**src/core/dp_port_pkg.sv**
```systemverilog
// Constants and types shared by the port control block
package dp_port_pkg;
  localparam int ADDR_W = 15;
  localparam int DATA_W = 36;
  localparam int LANE_W = 9;
  localparam int SUB_W = 2;
  // Counter readout field positions on the data pins
  localparam int RD36_LSB = 3;
  localparam int RD18_LSB = 2;
  localparam int RD9_HI_BITS = 9;
  localparam int RD9_LO_LSB = 1;
  localparam logic [SUB_W-1:0] SUB_RESET = 2'h0;
  localparam logic [ADDR_W-1:0] CNT_RESET = 15'h0000;
  // Width codes {bus_match_select, width_select}
  localparam logic [1:0] WIDTH_36 = 2'h0;
  localparam logic [1:0] WIDTH_18 = 2'h2;
  localparam logic [1:0] WIDTH_9 = 2'h3;
  localparam int BEATS_9 = 4;
  localparam int BEATS_18 = 2;
  typedef enum logic [2:0] {
    CM_RESET = 3'h0,
    CM_LOAD = 3'h1,
    CM_HOLD_READ = 3'h2,
    CM_HOLD = 3'h3,
    CM_INCR = 3'h4
  } cnt_mode_t;
endpackage : dp_port_pkg

```
**src/core/port_cnt_if.sv**
```systemverilog
// Counter state passed from the counter to the port logic
`timescale 1ns/1ps
interface port_cnt_if;
  logic [dp_port_pkg::ADDR_W-1:0] addr;
  logic [dp_port_pkg::SUB_W-1:0] sub;
  dp_port_pkg::cnt_mode_t mode;
  modport owner (output addr, output sub, output mode);
  modport user (input addr, input sub, input mode);
endinterface : port_cnt_if

```
**src/core/dual_port_sram_port_counter_ctrl.sv**
```systemverilog
// Port control for one port of a synchronous dual-port memory
// How it works
// - All inputs but output enable and flow/pipe select are clocked; output enable gates drivers directly, flow/pipe select picks the output register directly.
// - Chip select high floats the data outputs after the next edge in flow-through, after the second edge in pipelined.
// - Byte mode takes four beats per word, word mode two.
// - Strobe held low with count enable low loads the external address every edge.
// - Pipelined outputs follow controls sampled in the previous cycle.
// - Counter reset adds no idle cycle; access may share that cycle.
// - Byte mode extends the counter address readout by one cycle.
// - Chip select, read/write and output enable decode deselect, write, read or float.
// - Pipelined chip-select changes take effect one cycle later.
// - Counter reset wins; strobe high, count enable low increments.
// - Strobe and count enable low load the external address.
// - Strobe low, count enable high, read drives the counter on the pins.
// - Strobe and count enable high hold the counter.
// - Counter modes work while deselected.
// - Flow/pipe select low is flow-through, high is pipelined.
// - On the right port, bus match and width select pick 36, 18 or 9 bit width; the left port is fixed at 36.
// - Sub-counter counts up little-endian, down big-endian, in increment only.
`timescale 1ns/1ps
module dual_port_sram_port_counter_ctrl #(
  parameter bit RIGHT_PORT = 1'b1
) (
  // Clock and reset
  input wire logic ref_clk,
  input wire logic rst,
  // Port controls
  input wire logic chip_select_n,
  input wire logic read_write,
  input wire logic output_enable_n,
  input wire logic [3:0] lane_select_n,
  input wire logic [dp_port_pkg::ADDR_W-1:0] ext_addr,
  // Counter controls
  input wire logic address_strobe_n,
  input wire logic count_enable_n,
  input wire logic counter_reset_n,
  // Configuration
  input wire logic flow_pipe_select,
  input wire logic bus_match_select,
  input wire logic width_select,
  input wire logic endian_order_select,
  // Data pins
  input wire logic [dp_port_pkg::DATA_W-1:0] data_in,
  output logic [dp_port_pkg::DATA_W-1:0] data_out,
  output logic [dp_port_pkg::DATA_W-1:0] data_oe,
  // Memory array side
  output logic [dp_port_pkg::ADDR_W-1:0] mem_addr,
  output logic [3:0] mem_lane_we,
  output logic [dp_port_pkg::DATA_W-1:0] mem_wdata,
  input wire logic [dp_port_pkg::DATA_W-1:0] mem_rdata
);
  localparam int LW = dp_port_pkg::LANE_W;
  port_cnt_if cnt_bus ();
  logic [1:0] width_code;
  logic [1:0] width_r;
  logic [3:0] lane_mask;
  logic [1:0] lane_of_beat;
  logic is_write;
  logic is_read;
  logic readout;
  logic readout_ext_r;
  logic [dp_port_pkg::DATA_W-1:0] beat_word;
  logic [dp_port_pkg::DATA_W-1:0] addr_word;
  logic [dp_port_pkg::DATA_W-1:0] out_nxt;
  logic drive_nxt;
  logic [dp_port_pkg::DATA_W-1:0] flow_out_r;
  logic flow_drive_r;
  logic [dp_port_pkg::DATA_W-1:0] pipe_out_r;
  logic pipe_drive_r;

  assign width_code = RIGHT_PORT ? {bus_match_select, width_select} : dp_port_pkg::WIDTH_36;

  // Width settles one cycle after a pin change
  always_ff @(posedge ref_clk or posedge rst) begin
    if (rst) begin
      width_r <= dp_port_pkg::WIDTH_36;
    end else begin
      width_r <= width_code;
    end
  end

  port_addr_counter #(.HAS_SUB(RIGHT_PORT)) u_counter (
    .ref_clk(ref_clk),
    .rst(rst),
    .address_strobe_n(address_strobe_n),
    .count_enable_n(count_enable_n),
    .counter_reset_n(counter_reset_n),
    .output_enable_n(output_enable_n),
    .read_write(read_write),
    .ext_addr(ext_addr),
    .width_code(width_r),
    .endian_order_select(endian_order_select),
    .cnt(cnt_bus.owner)
  );

  assign mem_addr = cnt_bus.addr;

  // Beat picks the active lane group in 18 and 9 bit widths; lane selects pick it in 36
  assign lane_of_beat = cnt_bus.sub;
  always_comb begin
    case (width_r)
      dp_port_pkg::WIDTH_9: lane_mask = 4'h1 << lane_of_beat;
      dp_port_pkg::WIDTH_18: lane_mask = lane_of_beat[0] ? 4'hC : 4'h3;
      default: lane_mask = ~lane_select_n;
    endcase
  end

  assign is_write = !chip_select_n && !read_write;
  assign is_read = !chip_select_n && read_write;
  // Hold plus read shows the counter
  assign readout = cnt_bus.mode == dp_port_pkg::CM_HOLD_READ;

  // Write in same cycle as counter reset
  assign mem_lane_we = is_write ? lane_mask : 4'h0;

  // Narrow bus data steered into its lane group
  always_comb begin
    mem_wdata = data_in;
    case (width_r)
      dp_port_pkg::WIDTH_9: mem_wdata = {4{data_in[LW-1:0]}};
      dp_port_pkg::WIDTH_18: mem_wdata = {2{data_in[2*LW-1:0]}};
      default: mem_wdata = data_in;
    endcase
  end

  // Read beat moved down to the low pins
  always_comb begin
    beat_word = mem_rdata;
    case (width_r)
      dp_port_pkg::WIDTH_9: beat_word = {27'h0, mem_rdata[lane_of_beat*LW +: LW]};
      dp_port_pkg::WIDTH_18: beat_word = {18'h0, mem_rdata[lane_of_beat[0]*2*LW +: 2*LW]};
      default: beat_word = mem_rdata;
    endcase
  end

  // Byte readout: high bits, then low bits
  always_comb begin
    addr_word = '0;
    case (width_r)
      dp_port_pkg::WIDTH_9: begin
        if (!readout_ext_r) begin
          addr_word[dp_port_pkg::RD9_HI_BITS-1:0] = cnt_bus.addr[dp_port_pkg::ADDR_W-1:6];
        end else begin
          addr_word[dp_port_pkg::RD9_LO_LSB +: 8] = {cnt_bus.sub, cnt_bus.addr[5:0]};
        end
      end
      dp_port_pkg::WIDTH_18: addr_word[dp_port_pkg::RD18_LSB +: 16] = {cnt_bus.sub[0], cnt_bus.addr};
      default: addr_word[dp_port_pkg::RD36_LSB +: dp_port_pkg::ADDR_W] = cnt_bus.addr;
    endcase
  end

  // Second readout cycle in byte mode
  always_ff @(posedge ref_clk or posedge rst) begin
    if (rst) begin
      readout_ext_r <= 1'b0;
    end else begin
      readout_ext_r <= readout && width_r == dp_port_pkg::WIDTH_9 && !readout_ext_r;
    end
  end

  assign out_nxt = readout ? addr_word : beat_word;
  // Enable left out: it acts on the drivers without the clock
  assign drive_nxt = is_read;

  always_ff @(posedge ref_clk or posedge rst) begin
    if (rst) begin
      flow_out_r <= '0;
      flow_drive_r <= 1'b0;
    end else begin
      flow_out_r <= out_nxt;
      flow_drive_r <= drive_nxt;
    end
  end

  always_ff @(posedge ref_clk or posedge rst) begin
    if (rst) begin
      pipe_out_r <= '0;
      pipe_drive_r <= 1'b0;
    end else begin
      pipe_out_r <= flow_out_r;
      pipe_drive_r <= flow_drive_r;
    end
  end

  // Output enable gates drivers without the clock
  assign data_out = flow_pipe_select ? pipe_out_r : flow_out_r;
  assign data_oe = {dp_port_pkg::DATA_W{(flow_pipe_select ? pipe_drive_r : flow_drive_r) && !output_enable_n}};

  // Pin side checks
  a_deselect_float: assert property (@(posedge ref_clk) disable iff (rst)
    chip_select_n && !flow_pipe_select |=> data_oe == '0)
    else $error("outputs driven after deselect");
  a_pipe_lag: assert property (@(posedge ref_clk) disable iff (rst)
    is_read && flow_pipe_select |=> ##1 (output_enable_n || flow_pipe_select == 1'b0 || data_oe[0]))
    else $error("pipelined read did not drive");
  a_flow_drive: assert property (@(posedge ref_clk) disable iff (rst)
    is_read && !flow_pipe_select |=> (flow_pipe_select || data_oe[0] == !output_enable_n))
    else $error("flow-through read did not drive");
  a_oe_async: assert property (@(posedge ref_clk) disable iff (rst)
    output_enable_n |-> data_oe == '0)
    else $error("drivers on with output enable high");
  a_write_lanes: assert property (@(posedge ref_clk) disable iff (rst)
    !is_write |-> mem_lane_we == 4'h0)
    else $error("write strobe without write");
  a_byte_lane: assert property (@(posedge ref_clk) disable iff (rst)
    is_write && width_r == dp_port_pkg::WIDTH_9 |-> $onehot(mem_lane_we))
    else $error("byte write touched more than one lane");

  // Readout checks
  a_readout_pins: assert property (@(posedge ref_clk) disable iff (rst)
    readout && width_r == dp_port_pkg::WIDTH_36
    |=> flow_out_r[dp_port_pkg::RD36_LSB +: dp_port_pkg::ADDR_W] == $past(cnt_bus.addr))
    else $error("counter value missing on the pins");
  a_byte_readout: assert property (@(posedge ref_clk) disable iff (rst)
    readout && width_r == dp_port_pkg::WIDTH_9 && !readout_ext_r |=> readout_ext_r)
    else $error("byte readout not extended");
endmodule : dual_port_sram_port_counter_ctrl

```
**src/core/port_addr_counter.sv**
```systemverilog
// Burst address counter with bus-match sub-counter
`timescale 1ns/1ps
module port_addr_counter #(
  parameter bit HAS_SUB = 1'b1
) (
  // Clock and reset
  input wire logic ref_clk,
  input wire logic rst,
  // Counter controls
  input wire logic address_strobe_n,
  input wire logic count_enable_n,
  input wire logic counter_reset_n,
  input wire logic output_enable_n,
  input wire logic read_write,
  input wire logic [dp_port_pkg::ADDR_W-1:0] ext_addr,
  input wire logic [1:0] width_code,
  input wire logic endian_order_select,
  // To port logic
  port_cnt_if.owner cnt
);
  dp_port_pkg::cnt_mode_t mode;
  logic [dp_port_pkg::ADDR_W-1:0] addr_r;
  logic [dp_port_pkg::SUB_W-1:0] sub_r;
  logic [dp_port_pkg::SUB_W-1:0] sub_last;
  logic sub_wrap;

  always_comb begin
    if (!counter_reset_n) begin
      mode = dp_port_pkg::CM_RESET;
    end else if (!address_strobe_n && !count_enable_n) begin
      mode = dp_port_pkg::CM_LOAD;
    end else if (!address_strobe_n && !output_enable_n && read_write) begin
      mode = dp_port_pkg::CM_HOLD_READ;
    end else if (!count_enable_n) begin
      mode = dp_port_pkg::CM_INCR;
    end else begin
      mode = dp_port_pkg::CM_HOLD;
    end
  end

  // Last beat index of a word for the current width and order
  always_comb begin
    case (width_code)
      dp_port_pkg::WIDTH_9: sub_last = endian_order_select ? 2'h0 : 2'h3;
      dp_port_pkg::WIDTH_18: sub_last = endian_order_select ? 2'h0 : 2'h1;
      default: sub_last = 2'h0;
    endcase
  end
  assign sub_wrap = !HAS_SUB || width_code == dp_port_pkg::WIDTH_36 || sub_r == sub_last;

  always_ff @(posedge ref_clk or posedge rst) begin
    if (rst) begin
      addr_r <= dp_port_pkg::CNT_RESET;
      sub_r <= dp_port_pkg::SUB_RESET;
    end else begin
      case (mode)
        dp_port_pkg::CM_RESET: begin
          addr_r <= dp_port_pkg::CNT_RESET;
          sub_r <= dp_port_pkg::SUB_RESET;
        end
        dp_port_pkg::CM_LOAD: begin
          addr_r <= ext_addr;
          sub_r <= (endian_order_select && width_code == dp_port_pkg::WIDTH_9) ? 2'h3 :
                   (endian_order_select && width_code == dp_port_pkg::WIDTH_18) ? 2'h1 : 2'h0;
        end
        dp_port_pkg::CM_INCR: begin
          if (sub_wrap) begin
            addr_r <= addr_r + 1'b1;
            sub_r <= (endian_order_select && width_code == dp_port_pkg::WIDTH_9) ? 2'h3 :
                     (endian_order_select && width_code == dp_port_pkg::WIDTH_18) ? 2'h1 : 2'h0;
          end else begin
            sub_r <= endian_order_select ? sub_r - 1'b1 : sub_r + 1'b1;
          end
        end
        default: begin
          addr_r <= addr_r;
          sub_r <= sub_r;
        end
      endcase
    end
  end

  assign cnt.addr = addr_r;
  assign cnt.sub = sub_r;
  assign cnt.mode = mode;

  // a_reset_clears: reset mode zeroes counter
  a_reset_clears: assert property (@(posedge ref_clk) disable iff (rst)
    !counter_reset_n |=> addr_r == dp_port_pkg::CNT_RESET && sub_r == dp_port_pkg::SUB_RESET)
    else $error("counter not cleared by reset");
  a_load_addr: assert property (@(posedge ref_clk) disable iff (rst)
    counter_reset_n && !address_strobe_n && !count_enable_n |=> addr_r == $past(ext_addr))
    else $error("address not loaded");
  a_hold_stable: assert property (@(posedge ref_clk) disable iff (rst)
    counter_reset_n && address_strobe_n && count_enable_n |=> $stable(addr_r) && $stable(sub_r))
    else $error("counter moved in hold");
  a_readout_hold: assert property (@(posedge ref_clk) disable iff (rst)
    counter_reset_n && !address_strobe_n && count_enable_n |=> $stable(addr_r) && $stable(sub_r))
    else $error("counter moved in hold with readout");
  a_incr_36: assert property (@(posedge ref_clk) disable iff (rst)
    counter_reset_n && address_strobe_n && !count_enable_n && width_code == dp_port_pkg::WIDTH_36
    |=> addr_r == $past(addr_r) + 1'b1)
    else $error("counter did not increment");
endmodule : port_addr_counter

```
**config.mk**
```make
export PLATFORM = sky130hd
export DESIGN_NAME = dual_port_sram_port_counter_ctrl
export DESIGN_NICKNAME = d
export VERILOG_FILES = /design/src/core/dp_port_pkg.sv /design/src/core/port_cnt_if.sv /design/src/core/dual_port_sram_port_counter_ctrl.sv /design/src/core/port_addr_counter.sv
export SDC_FILE = /design/constraint.sdc
export NUM_CORES = 1
export LEC_CHECK = 0
export BUFFER_PORTS_ARGS = -buffer_cell sky130_fd_sc_hd__buf_4
export CAP_MARGIN = 10
export CORE_MARGIN = 5
export CORE_UTILIZATION = 40
export CTS_CLUSTER_SIZE = 12
export DETAILED_ROUTE_END_ITERATION = 16
export PLACE_DENSITY_LB_ADDON = 0.3
export RECOVER_POWER = 100
export SYNTH_ARGS = -nofsm -noshare
export SYNTH_HDL_FRONTEND = slang
export SYNTH_SLANG_ARGS = --single-unit
```
**constraint.sdc**
```tcl
create_clock -name ref_clk -period 3 [get_ports ref_clk]
set_input_delay 0.15 -clock ref_clk [delete_from_list [all_inputs] [get_ports ref_clk]]
set_output_delay 0.15 -clock ref_clk [all_outputs]
set_load 0.05 [all_outputs]
```
* Word level (Yosys, flattened, before mapping)
Index checks and enable logic that the tools add are counted.
Widths: inputs -> output; s select.
** Word-level totals
- Register bits after elaboration :: 94
- Input bits :: 103
- Output and inout bits :: 127
- Logic and storage cells :: 73
** Operators by class
- Add/sub/neg operators :: 3
- $mul :: 2
- Equality and inequality tests :: 7
- Shifts and indexed selects :: 3
- Multiplexer cells :: 28
- Bitwise logic cells :: 1
- Reductions and logical operators :: 21
** Operator list (count)
- $pmux 36 s2 :: 2
- $mux 36 :: 2
- $pmux 15 s3 :: 1
- $shiftx 36x7->18 :: 1
- $shiftx 36x7->9 :: 1
- $pmux 9 s2 :: 1
- $add 15x1->15 const B :: 1
- $mux 15 :: 1
- $mux 3 :: 4
- $pmux 6 s2 :: 1
- $logic_and 1x1->1 :: 10
- $mux 2 :: 5
- $mux 4 :: 2
- $mux 8 :: 1
- $pmux 4 s2 :: 1
- $logic_not 1->1 :: 6
- $mul 2x4->6 const B :: 1
- $pmux 2 s3 :: 1
- $mul 1x4->5 const B :: 1
- $eq 2x2->1 const B :: 2
- $mux 1 :: 4
- $not 4->4 :: 1
- $pmux 2 s2 :: 1
- $shl 1x2->4 const A :: 1
- other kinds (13) :: 13

* Longest topological paths before layout
Gate-level depths: netlist of run 1.
- Depth in word-level cells :: 9
- Mapped depth :: 8
- Depth with buffers taken out :: 6

* By module
From an unflattened synthesis of run 1, not the netlist that was laid out.
** Second synthesis, totals
- Cell total of the unflattened synthesis :: 542
- Area, all modules :: 5482.8 sq um
** Modules (own cells, without submodules)
- dual_port_sram_port_counter_ctrl :: instances 1, cells each 396, area an instance 4279.1 sq um, seq. area each 1926.8 sq um
- port_addr_counter :: instances 1, cells each 146, area an instance 1203.7 sq um, seq. area each 425.4 sq um

* Worst setup path after synthesis of run 1
OpenSTA, ideal clock, no wires.
- Path kind :: input -> output
- From :: in flow_pipe_select
- To :: out data_oe[10] (netlist bit)
- Arrival time :: 3.120 ns
- Required time :: 2.850 ns
- Setup slack :: -0.270 ns
- Cell stages on the path :: 5
- Path buffers :: 3
- Cell sequence :: clkbuf_1 -> buf_1 -> mux2i_1 -> nor2_1 -> buf_4
** On the way
- Word-level cells in the longest chain between the ends :: 2
** RTL lines
- start: declaration :: line dual_port_sram_port_counter_ctrl.sv:38 : input wire logic flow_pipe_select,
- $mux 1 :: line dual_port_sram_port_counter_ctrl.sv:187 : assign data_oe = {dp_port_pkg::DATA_W{(flow_pipe_select ? pipe_drive_r : flow_drive_r) && !output_enable_n}};
- $logic_and 1x1->1 :: line dual_port_sram_port_counter_ctrl.sv:187
- end: declaration :: line dual_port_sram_port_counter_ctrl.sv:45 : output logic [dp_port_pkg::DATA_W-1:0] data_oe,
No other way between the ends.

* Worst setup path in the final report of run 1
- From :: reg width_r[0]
- To :: out mem_lane_we[2]
** On the way
- Word-level cells in the longest chain between the ends :: 3
- Elaborated cells between the ends (all ways) :: 4
- Those cells by class :: eq/ne (2); mux (2)
** RTL lines
- start: declaration :: line dual_port_sram_port_counter_ctrl.sv:55 : logic [1:0] width_r;
- start signal: assignment :: line dual_port_sram_port_counter_ctrl.sv:76 : width_r <= dp_port_pkg::WIDTH_36;
- start signal: assignment :: line dual_port_sram_port_counter_ctrl.sv:78 : width_r <= width_code;
- $eq 2x2->1 :: line dual_port_sram_port_counter_ctrl.sv:101 : case (width_r)
- $pmux 4 s2 * :: line dual_port_sram_port_counter_ctrl.sv:101
- $mux 4 * :: line dual_port_sram_port_counter_ctrl.sv:114 : assign mem_lane_we = is_write ? lane_mask : 4'h0;
- end: declaration :: line dual_port_sram_port_counter_ctrl.sv:48 : output logic [3:0] mem_lane_we,
Every way passes the cells marked *; elsewhere a longest branch is shown, timed or not.

==> out/results.ini, run 1 <==
[cts]
insertion_delay_ns = 0.34
cts_buffer_depth = 2
clkTransAtPathRegs_ns = 0.06
htreeDepth = 3
cts_made_buffers = 9
cts_root_buffer = clkbuf_16
cts_tree = built
cts.sinks = 94
cts_resized = 0

[power_and_ir_drop]
ir_drop_v = 0.000284
power_density_nw_per_um2 = 542
power_leakage_nw = 3.06

[global_routing]
grt_use_total = 0.216
grt_pass1_vias = 4902
grt_pass1_wl_microns = 27700
grt_max_degree = 44
overflow = 0
antenna_found_initial = 0

[yosys]
ys.flop_type = dfrtp_1
synth_area_leader_cell = dfrtp_1
synth_cells = 561
synth_cell_types = 57
post-synth-top-count-cell = dfrtp_1
synth-warning-count = 0
synthesis.area_sq_um = 5500
synth-async-reset-ratio = 1.00
ys_seq_area_frac = 0.428
synth_top_cell_area_share = 0.428
synth_edf_count = 0
synth-seq-cells = 94
avgSynthCellArea_sq_um = 9.80
ys_top_cells_by_count = dfrtp_1 (94), mux2_2 (55), buf_4 (44)
synth_area_leaders = dfrtp_1 (43%), mux2_2 (11%), buf_4 (6.0%)
synth_fp_nets = 665

[final_layout]
drive_above_1_share = 0.277
diodes = 0
finish.utilization = 0.519
post-route-cell-area_sq_um = 6920
fin_nets = 830
area_growth_pct = 26.0
nFillCells = 1378

[critical_path]
cp.arrival_ns = 2.52
end_kind = output port
worst_setup_path_start_kind = register
worstRegToRegCells = 5
r2r_slack_ns = 0.41
cp_max_fo = 34
regToRegStartpoint = width_r[1]$_DFF_PP0_
crit_type = reg -> out
required_ns = 2.85
r2r-end = u_counter.cnt.addr[12]$_DFFE_PP0P_

[job]
maxCapViolCount = 0

[timing]
tightest_slew_ns = 1.26
final_max_slew_viol_count = 0
rsz0062_at_grt = false
max_clock_freq_ghz = 0.374
period_needed_ns = 2.67
setup_violations = 0
min_period_over_period = 0.890
relSlewSlack = 0.154
hold_viol_final = 0
setup_tns_ns = 0
fin_skew_ns = 0.00672

[placement]
io_buffers = 229
placed_cell_area_sq_um = 7000
dp_hpwl_microns = 13900
gp_congestion = 0.906

[floorplanning]
start_util = 0.412
ioPinCount = 230
die_w_microns = 127
fp.dieArea_sq_um = 16200
rows = 42
core_sq_um = 13300
die_h_microns = 127

[min_path]
hold_start = ext_addr[5]
min_to = u_counter.cnt.addr[5]$_DFFE_PP0P_
holdPathStages = 2
hold_class = in -> reg

[run_status]
outcome = finished clean

[routing]
drtAntennaViolNets = 0
vias = 5012
post_drt_via_cell_ratio = 5.53
post-route-drc-count = 0
drt-pass1-iter-count = 7
drtIter0Drc = 490
wl_per_cell_microns = 20.0
routed_wl_microns = 18100

-- cells in the final DEF, fill, tap and decap left out, types with 6 or more instances in the layout --
master and count:
nor3_1 8, and3_1 22, inv_1 14, a222oi_1 9, clkbuf_16 9, a211oi_1 12, clkbuf_2 15, mux2i_1 22
a32o_1 6, a31oi_1 11, a2bb2oi_1 9, a21oi_1 27, buf_4 109, o21ai_0 21, clkbuf_1 111, nand2_1 42
o22ai_1 6, mux2_2 52, nor2_1 36, dfrtp_1 93
-- area by class of cell --
| class | instances | area [sq um] | share of cell area |
|---|---|---|---|
| clock inverter | 5 | 108 | 0.0155 |
| sequential | 94 | 2350 | 0.340 |
| timing repair buffer | 242 | 1370 | 0.198 |
| tap | 176 | 220 | 0.0318 |
| clock buffer | 10 | 239 | 0.0345 |
| multi-input combinational | 363 | 2570 | 0.371 |
| inverter | 16 | 61.3 | 0.00886 |
-- how the worst max path moves through the flow --
stage | startpoint | end | cells past startpoint
4_1_cts | width_r[1]$_DFF_PP0_ | mem_wdata[10] | 4
3_3_place_gp | width_r[1]$_DFF_PP0_ | u_counter.cnt.addr[12]$_DFFE_PP0P_ | 5
2_1_floorplan | rst | flow_drive_r$_DFF_PP0_ | 1
6_report | width_r[0]$_DFF_PP0_ | mem_lane_we[2] | 5
5_1_grt | width_r[0]$_DFF_PP0_ | mem_lane_we[2] | 5
3_5_place_dp | width_r[1]$_DFF_PP0_ | u_counter.cnt.addr[12]$_DFFE_PP0P_ | 5
-- metrics by stage --
step	cells	hold slack, ns	setup slack [ns]	total power, W
final	906	0.0437	0.329	0.00375
after global routing	906	0.0400	0.191	0.00390
after CTS	906	0.0385	0.430	0.00388
after detailed placement	887	0.197	0.665	0.00257
after global placement	887	0.195	0.790	0.00255
after floorplan	561	0.181	0.401	0.00220
-- state kept, by name, summed over array words and instances (netlist names) --
register,flops
u_counter.cnt.addr,15
pipe_drive_r,1
flow_out_r,36
u_counter.cnt.sub,2
width_r,2
flow_drive_r,1
pipe_out_r,36
readout_ext_r,1
-- worst max-delay path, cell delays in order (launching register included) --
cell and delay, ns:
dfrtp_1 0.79, buf_4 0.43, nor2b_1 0.13, o21a_1 0.34, o21a_1 0.24, clkbuf_2 0.24
-- kinds of logic (layout without fill, tap and decap cells) --
family / after synthesis / count (layout) / synth area share
AO/OA/AOI/OAI: 129 / 129 / 0.165
XOR/XNOR: 7 / 7 / 0.0112
adder cells (fa/ha/maj): 1 / 1 / 0.00228
buffers and inverters: 104 / 273 / 0.104
flip-flops: 94 / 94 / 0.428
multiplexers: 77 / 77 / 0.153
AND/OR/NAND/NOR: 149 / 149 / 0.137
-- where the power goes --
part | leakage, nW | switching (W) | internal, W
Sequential | 1.19 | 0.0000678 | 0.00135
Combinational | 1.70 | 0.000725 | 0.000300
Clock | 0.169 | 0.000473 | 0.000835
-- what timing repair did --
item / 4_1_cts / 5_1_grt
hold buffers: 4 / 0
buffers inserted: 0 / 0
endpoints found under the hold margin: 29 / 0
-- per-layer routing --
layer | GRT usage | up-vias | wire (microns)
met5 | 0 | - | 0
met4 | 0.0473 | 0 | 207
met3 | 0.0467 | 22 | 1430
met2 | 0.363 | 230 | 8870
met1 | 0.289 | 2436 | 7610
li1 | - | 2324 | -
(Power assumes the default switching activity.)
==> run 2: changes to the inputs <==
--- a/config.mk
+++ b/config.mk
@@ -11,7 +11,7 @@
 export CORE_UTILIZATION = 40
 export CTS_CLUSTER_SIZE = 12
 export DETAILED_ROUTE_END_ITERATION = 16
-export PLACE_DENSITY_LB_ADDON = 0.3
+export PLACE_DENSITY = 0.65
 export RECOVER_POWER = 100
 export SYNTH_ARGS = -nofsm -noshare
 export SYNTH_HDL_FRONTEND = slang
==> out/results.ini, run 2 (synthesized netlist as in run 1, its figures left out) <==
[cts]
cts_root_buffer = clkbuf_16
cts_setup_buffers = 0
htreeDepth = 3
cts_tree = built
cts.sinks = 94
cts_made_buffers = 9
clkTransAtPathRegs_ns = 0.06
cts_resized = 0
cts_buffer_depth = 2
cts_hold_buffers = 4
insertion_delay_ns = 0.34

[global_routing]
antenna_found_initial = 0
grt_pass1_vias = 4881
use_met3 = 0.0426
grt_max_degree = 51
grt_use_total = 0.214
grt-busiest-layer = met2
grt_pass1_wl_microns = 27500
grt_use_met1 = 0.289
overflow = 0
grt_use_met2 = 0.348

[min_path]
hold_start = mem_rdata[20]
holdPathStages = 2
hold_class = in -> reg
min_to = flow_out_r[20]$_DFF_PP0_

[run_status]
violations = capacitance limit, slew limit
outcome = finished with violations

[timing]
tightest_slew_ns = 2.04
min_period_over_period = 0.876
setup_violations = 0
rsz0062_at_grt = false
setup_tns_ns = 0
worst_slack_ns = 0.373
final_max_slew_viol_count = 45
period_needed_ns = 2.63
fin_skew_ns = 0.00546
max_clock_freq_ghz = 0.381
relSlewSlack = -0.367
hold_viol_final = 0

[critical_path]
cpMostUsedCell = o21a_1
worst-path-stages = 4
r2r-end = u_counter.cnt.addr[12]$_DFFE_PP0P_
worst_setup_path_start_kind = register
cp_max_fo = 32
required_ns = 2.85
end_kind = output port
slowest_delay_ns = 0.73
crit_type = reg -> out
crit_buf_inv = 2
cpLargestDelayFamily = buffers and inverters
slowest_stage = dfrtp_2
regToRegStartpoint = width_r[1]$_DFF_PP0_
cp.arrival_ns = 2.48
r2r_slack_ns = 0.39
worstRegToRegCells = 5
worstPathCellList = clkbuf_2 > o21a_1 > o21a_1 > buf_4

[floorplanning]
start_util = 0.412
die_h_microns = 127
core_sq_um = 13300
ioPinCount = 230
rows = 42
die_w_microns = 127
fp.dieArea_sq_um = 16200

[routing]
post-route-drc-count = 0
routed_wl_microns = 17600
drt-pass1-iter-count = 5
drtIter0Drc = 366
wl_per_cell_microns = 19.4
post_drt_via_cell_ratio = 5.48
vias = 4966
drtAntennaViolNets = 0

[job]
maxCapViolCount = 1

[final_layout]
nFillCells = 1383
diodes = 0
drive_above_1_share = 0.261
layout.cells.non_filler = 907
final_common_cell = clkbuf_1
area_growth_pct = 25.7
layout_common_cells = clkbuf_1 (121), buf_4 (111), dfrtp_1 (93)
fin_nets = 832

[placement]
dp_cells = 889
gp_congestion = 0.874
io_buffers = 229
dp_hpwl_microns = 13400
pre_cts_slack_ns = 0.578

[power_and_ir_drop]
power_density_nw_per_um2 = 532
ir_drop_v = 0.000208
power_leakage_nw = 3.03
total_power_w = 0.00367

## run 2: cell count changes in the layout (fill, tap and decap cells not counted), sizes merged
cell    before  now
bufinv       3    2
buf        109  112
clkinv       2    1
## run 2: layer usage
layer,part of all wire,vias to the layer above
met5,0,-
met4,0.016,0
li1,-,2327
met3,0.068,22
met1,0.43,2409
met2,0.48,208
## run 2: final cells by class
type | count | area, sq um | area share
multi-input cells | 363 | 2560 | 0.371
flip-flops and latches | 94 | 2350 | 0.341
repair buffers | 244 | 1390 | 0.201
clock buffers | 11 | 253 | 0.0366
well taps | 176 | 220 | 0.0319
clock inverters | 3 | 68.8 | 0.00996
inverters | 16 | 61.3 | 0.00888
## run 2: worst max path at each step
stage | slack [ns] | to | startpoint
finish | 0.37 | mem_lane_we[2] | width_r[1]$_DFF_PP0_
global route | 0.18 | u_counter.cnt.addr[12]$_DFFE_PP0P_ | width_r[1]$_DFF_PP0_
CTS | 0.54 | u_counter.cnt.addr[12]$_DFFE_PP0P_ | width_r[1]$_DFF_PP0_
detailed placement | 0.58 | u_counter.cnt.addr[12]$_DFFE_PP0P_ | width_r[1]$_DFF_PP0_
global placement | 0.68 | u_counter.cnt.addr[12]$_DFFE_PP0P_ | width_r[1]$_DFF_PP0_
floorplan | 0.40 | flow_drive_r$_DFF_PP0_ | rst
## run 2: where the power goes
group / leakage [nW] / total [W] / switching, W / internal [W]
Combinational: 1.68 / 0.00103 / 0.000726 / 0.000300
Clock: 0.158 / 0.00123 / 0.000465 / 0.000768
Sequential: 1.19 / 0.00142 / 0.0000624 / 0.00135
## run 2: stage by stage
stage          hold slack, ns   util  cell area [sq um]
6_report               0.0608  0.518               6910
5_1_grt                0.0523  0.518               6910
4_1_cts                0.0467  0.553               7390
3_5_place_dp            0.261  0.526               7020
3_3_place_gp            0.261  0.526               7020
2_1_floorplan           0.181      -               5500
## run 2: worst register-to-register path: stages (launching register included)
cell and delay [ns]:
dfrtp_2 0.73, and2_0 0.54, and3b_1 0.33, nor3_1 0.11
a21oi_1 0.57, a32o_1 0.27
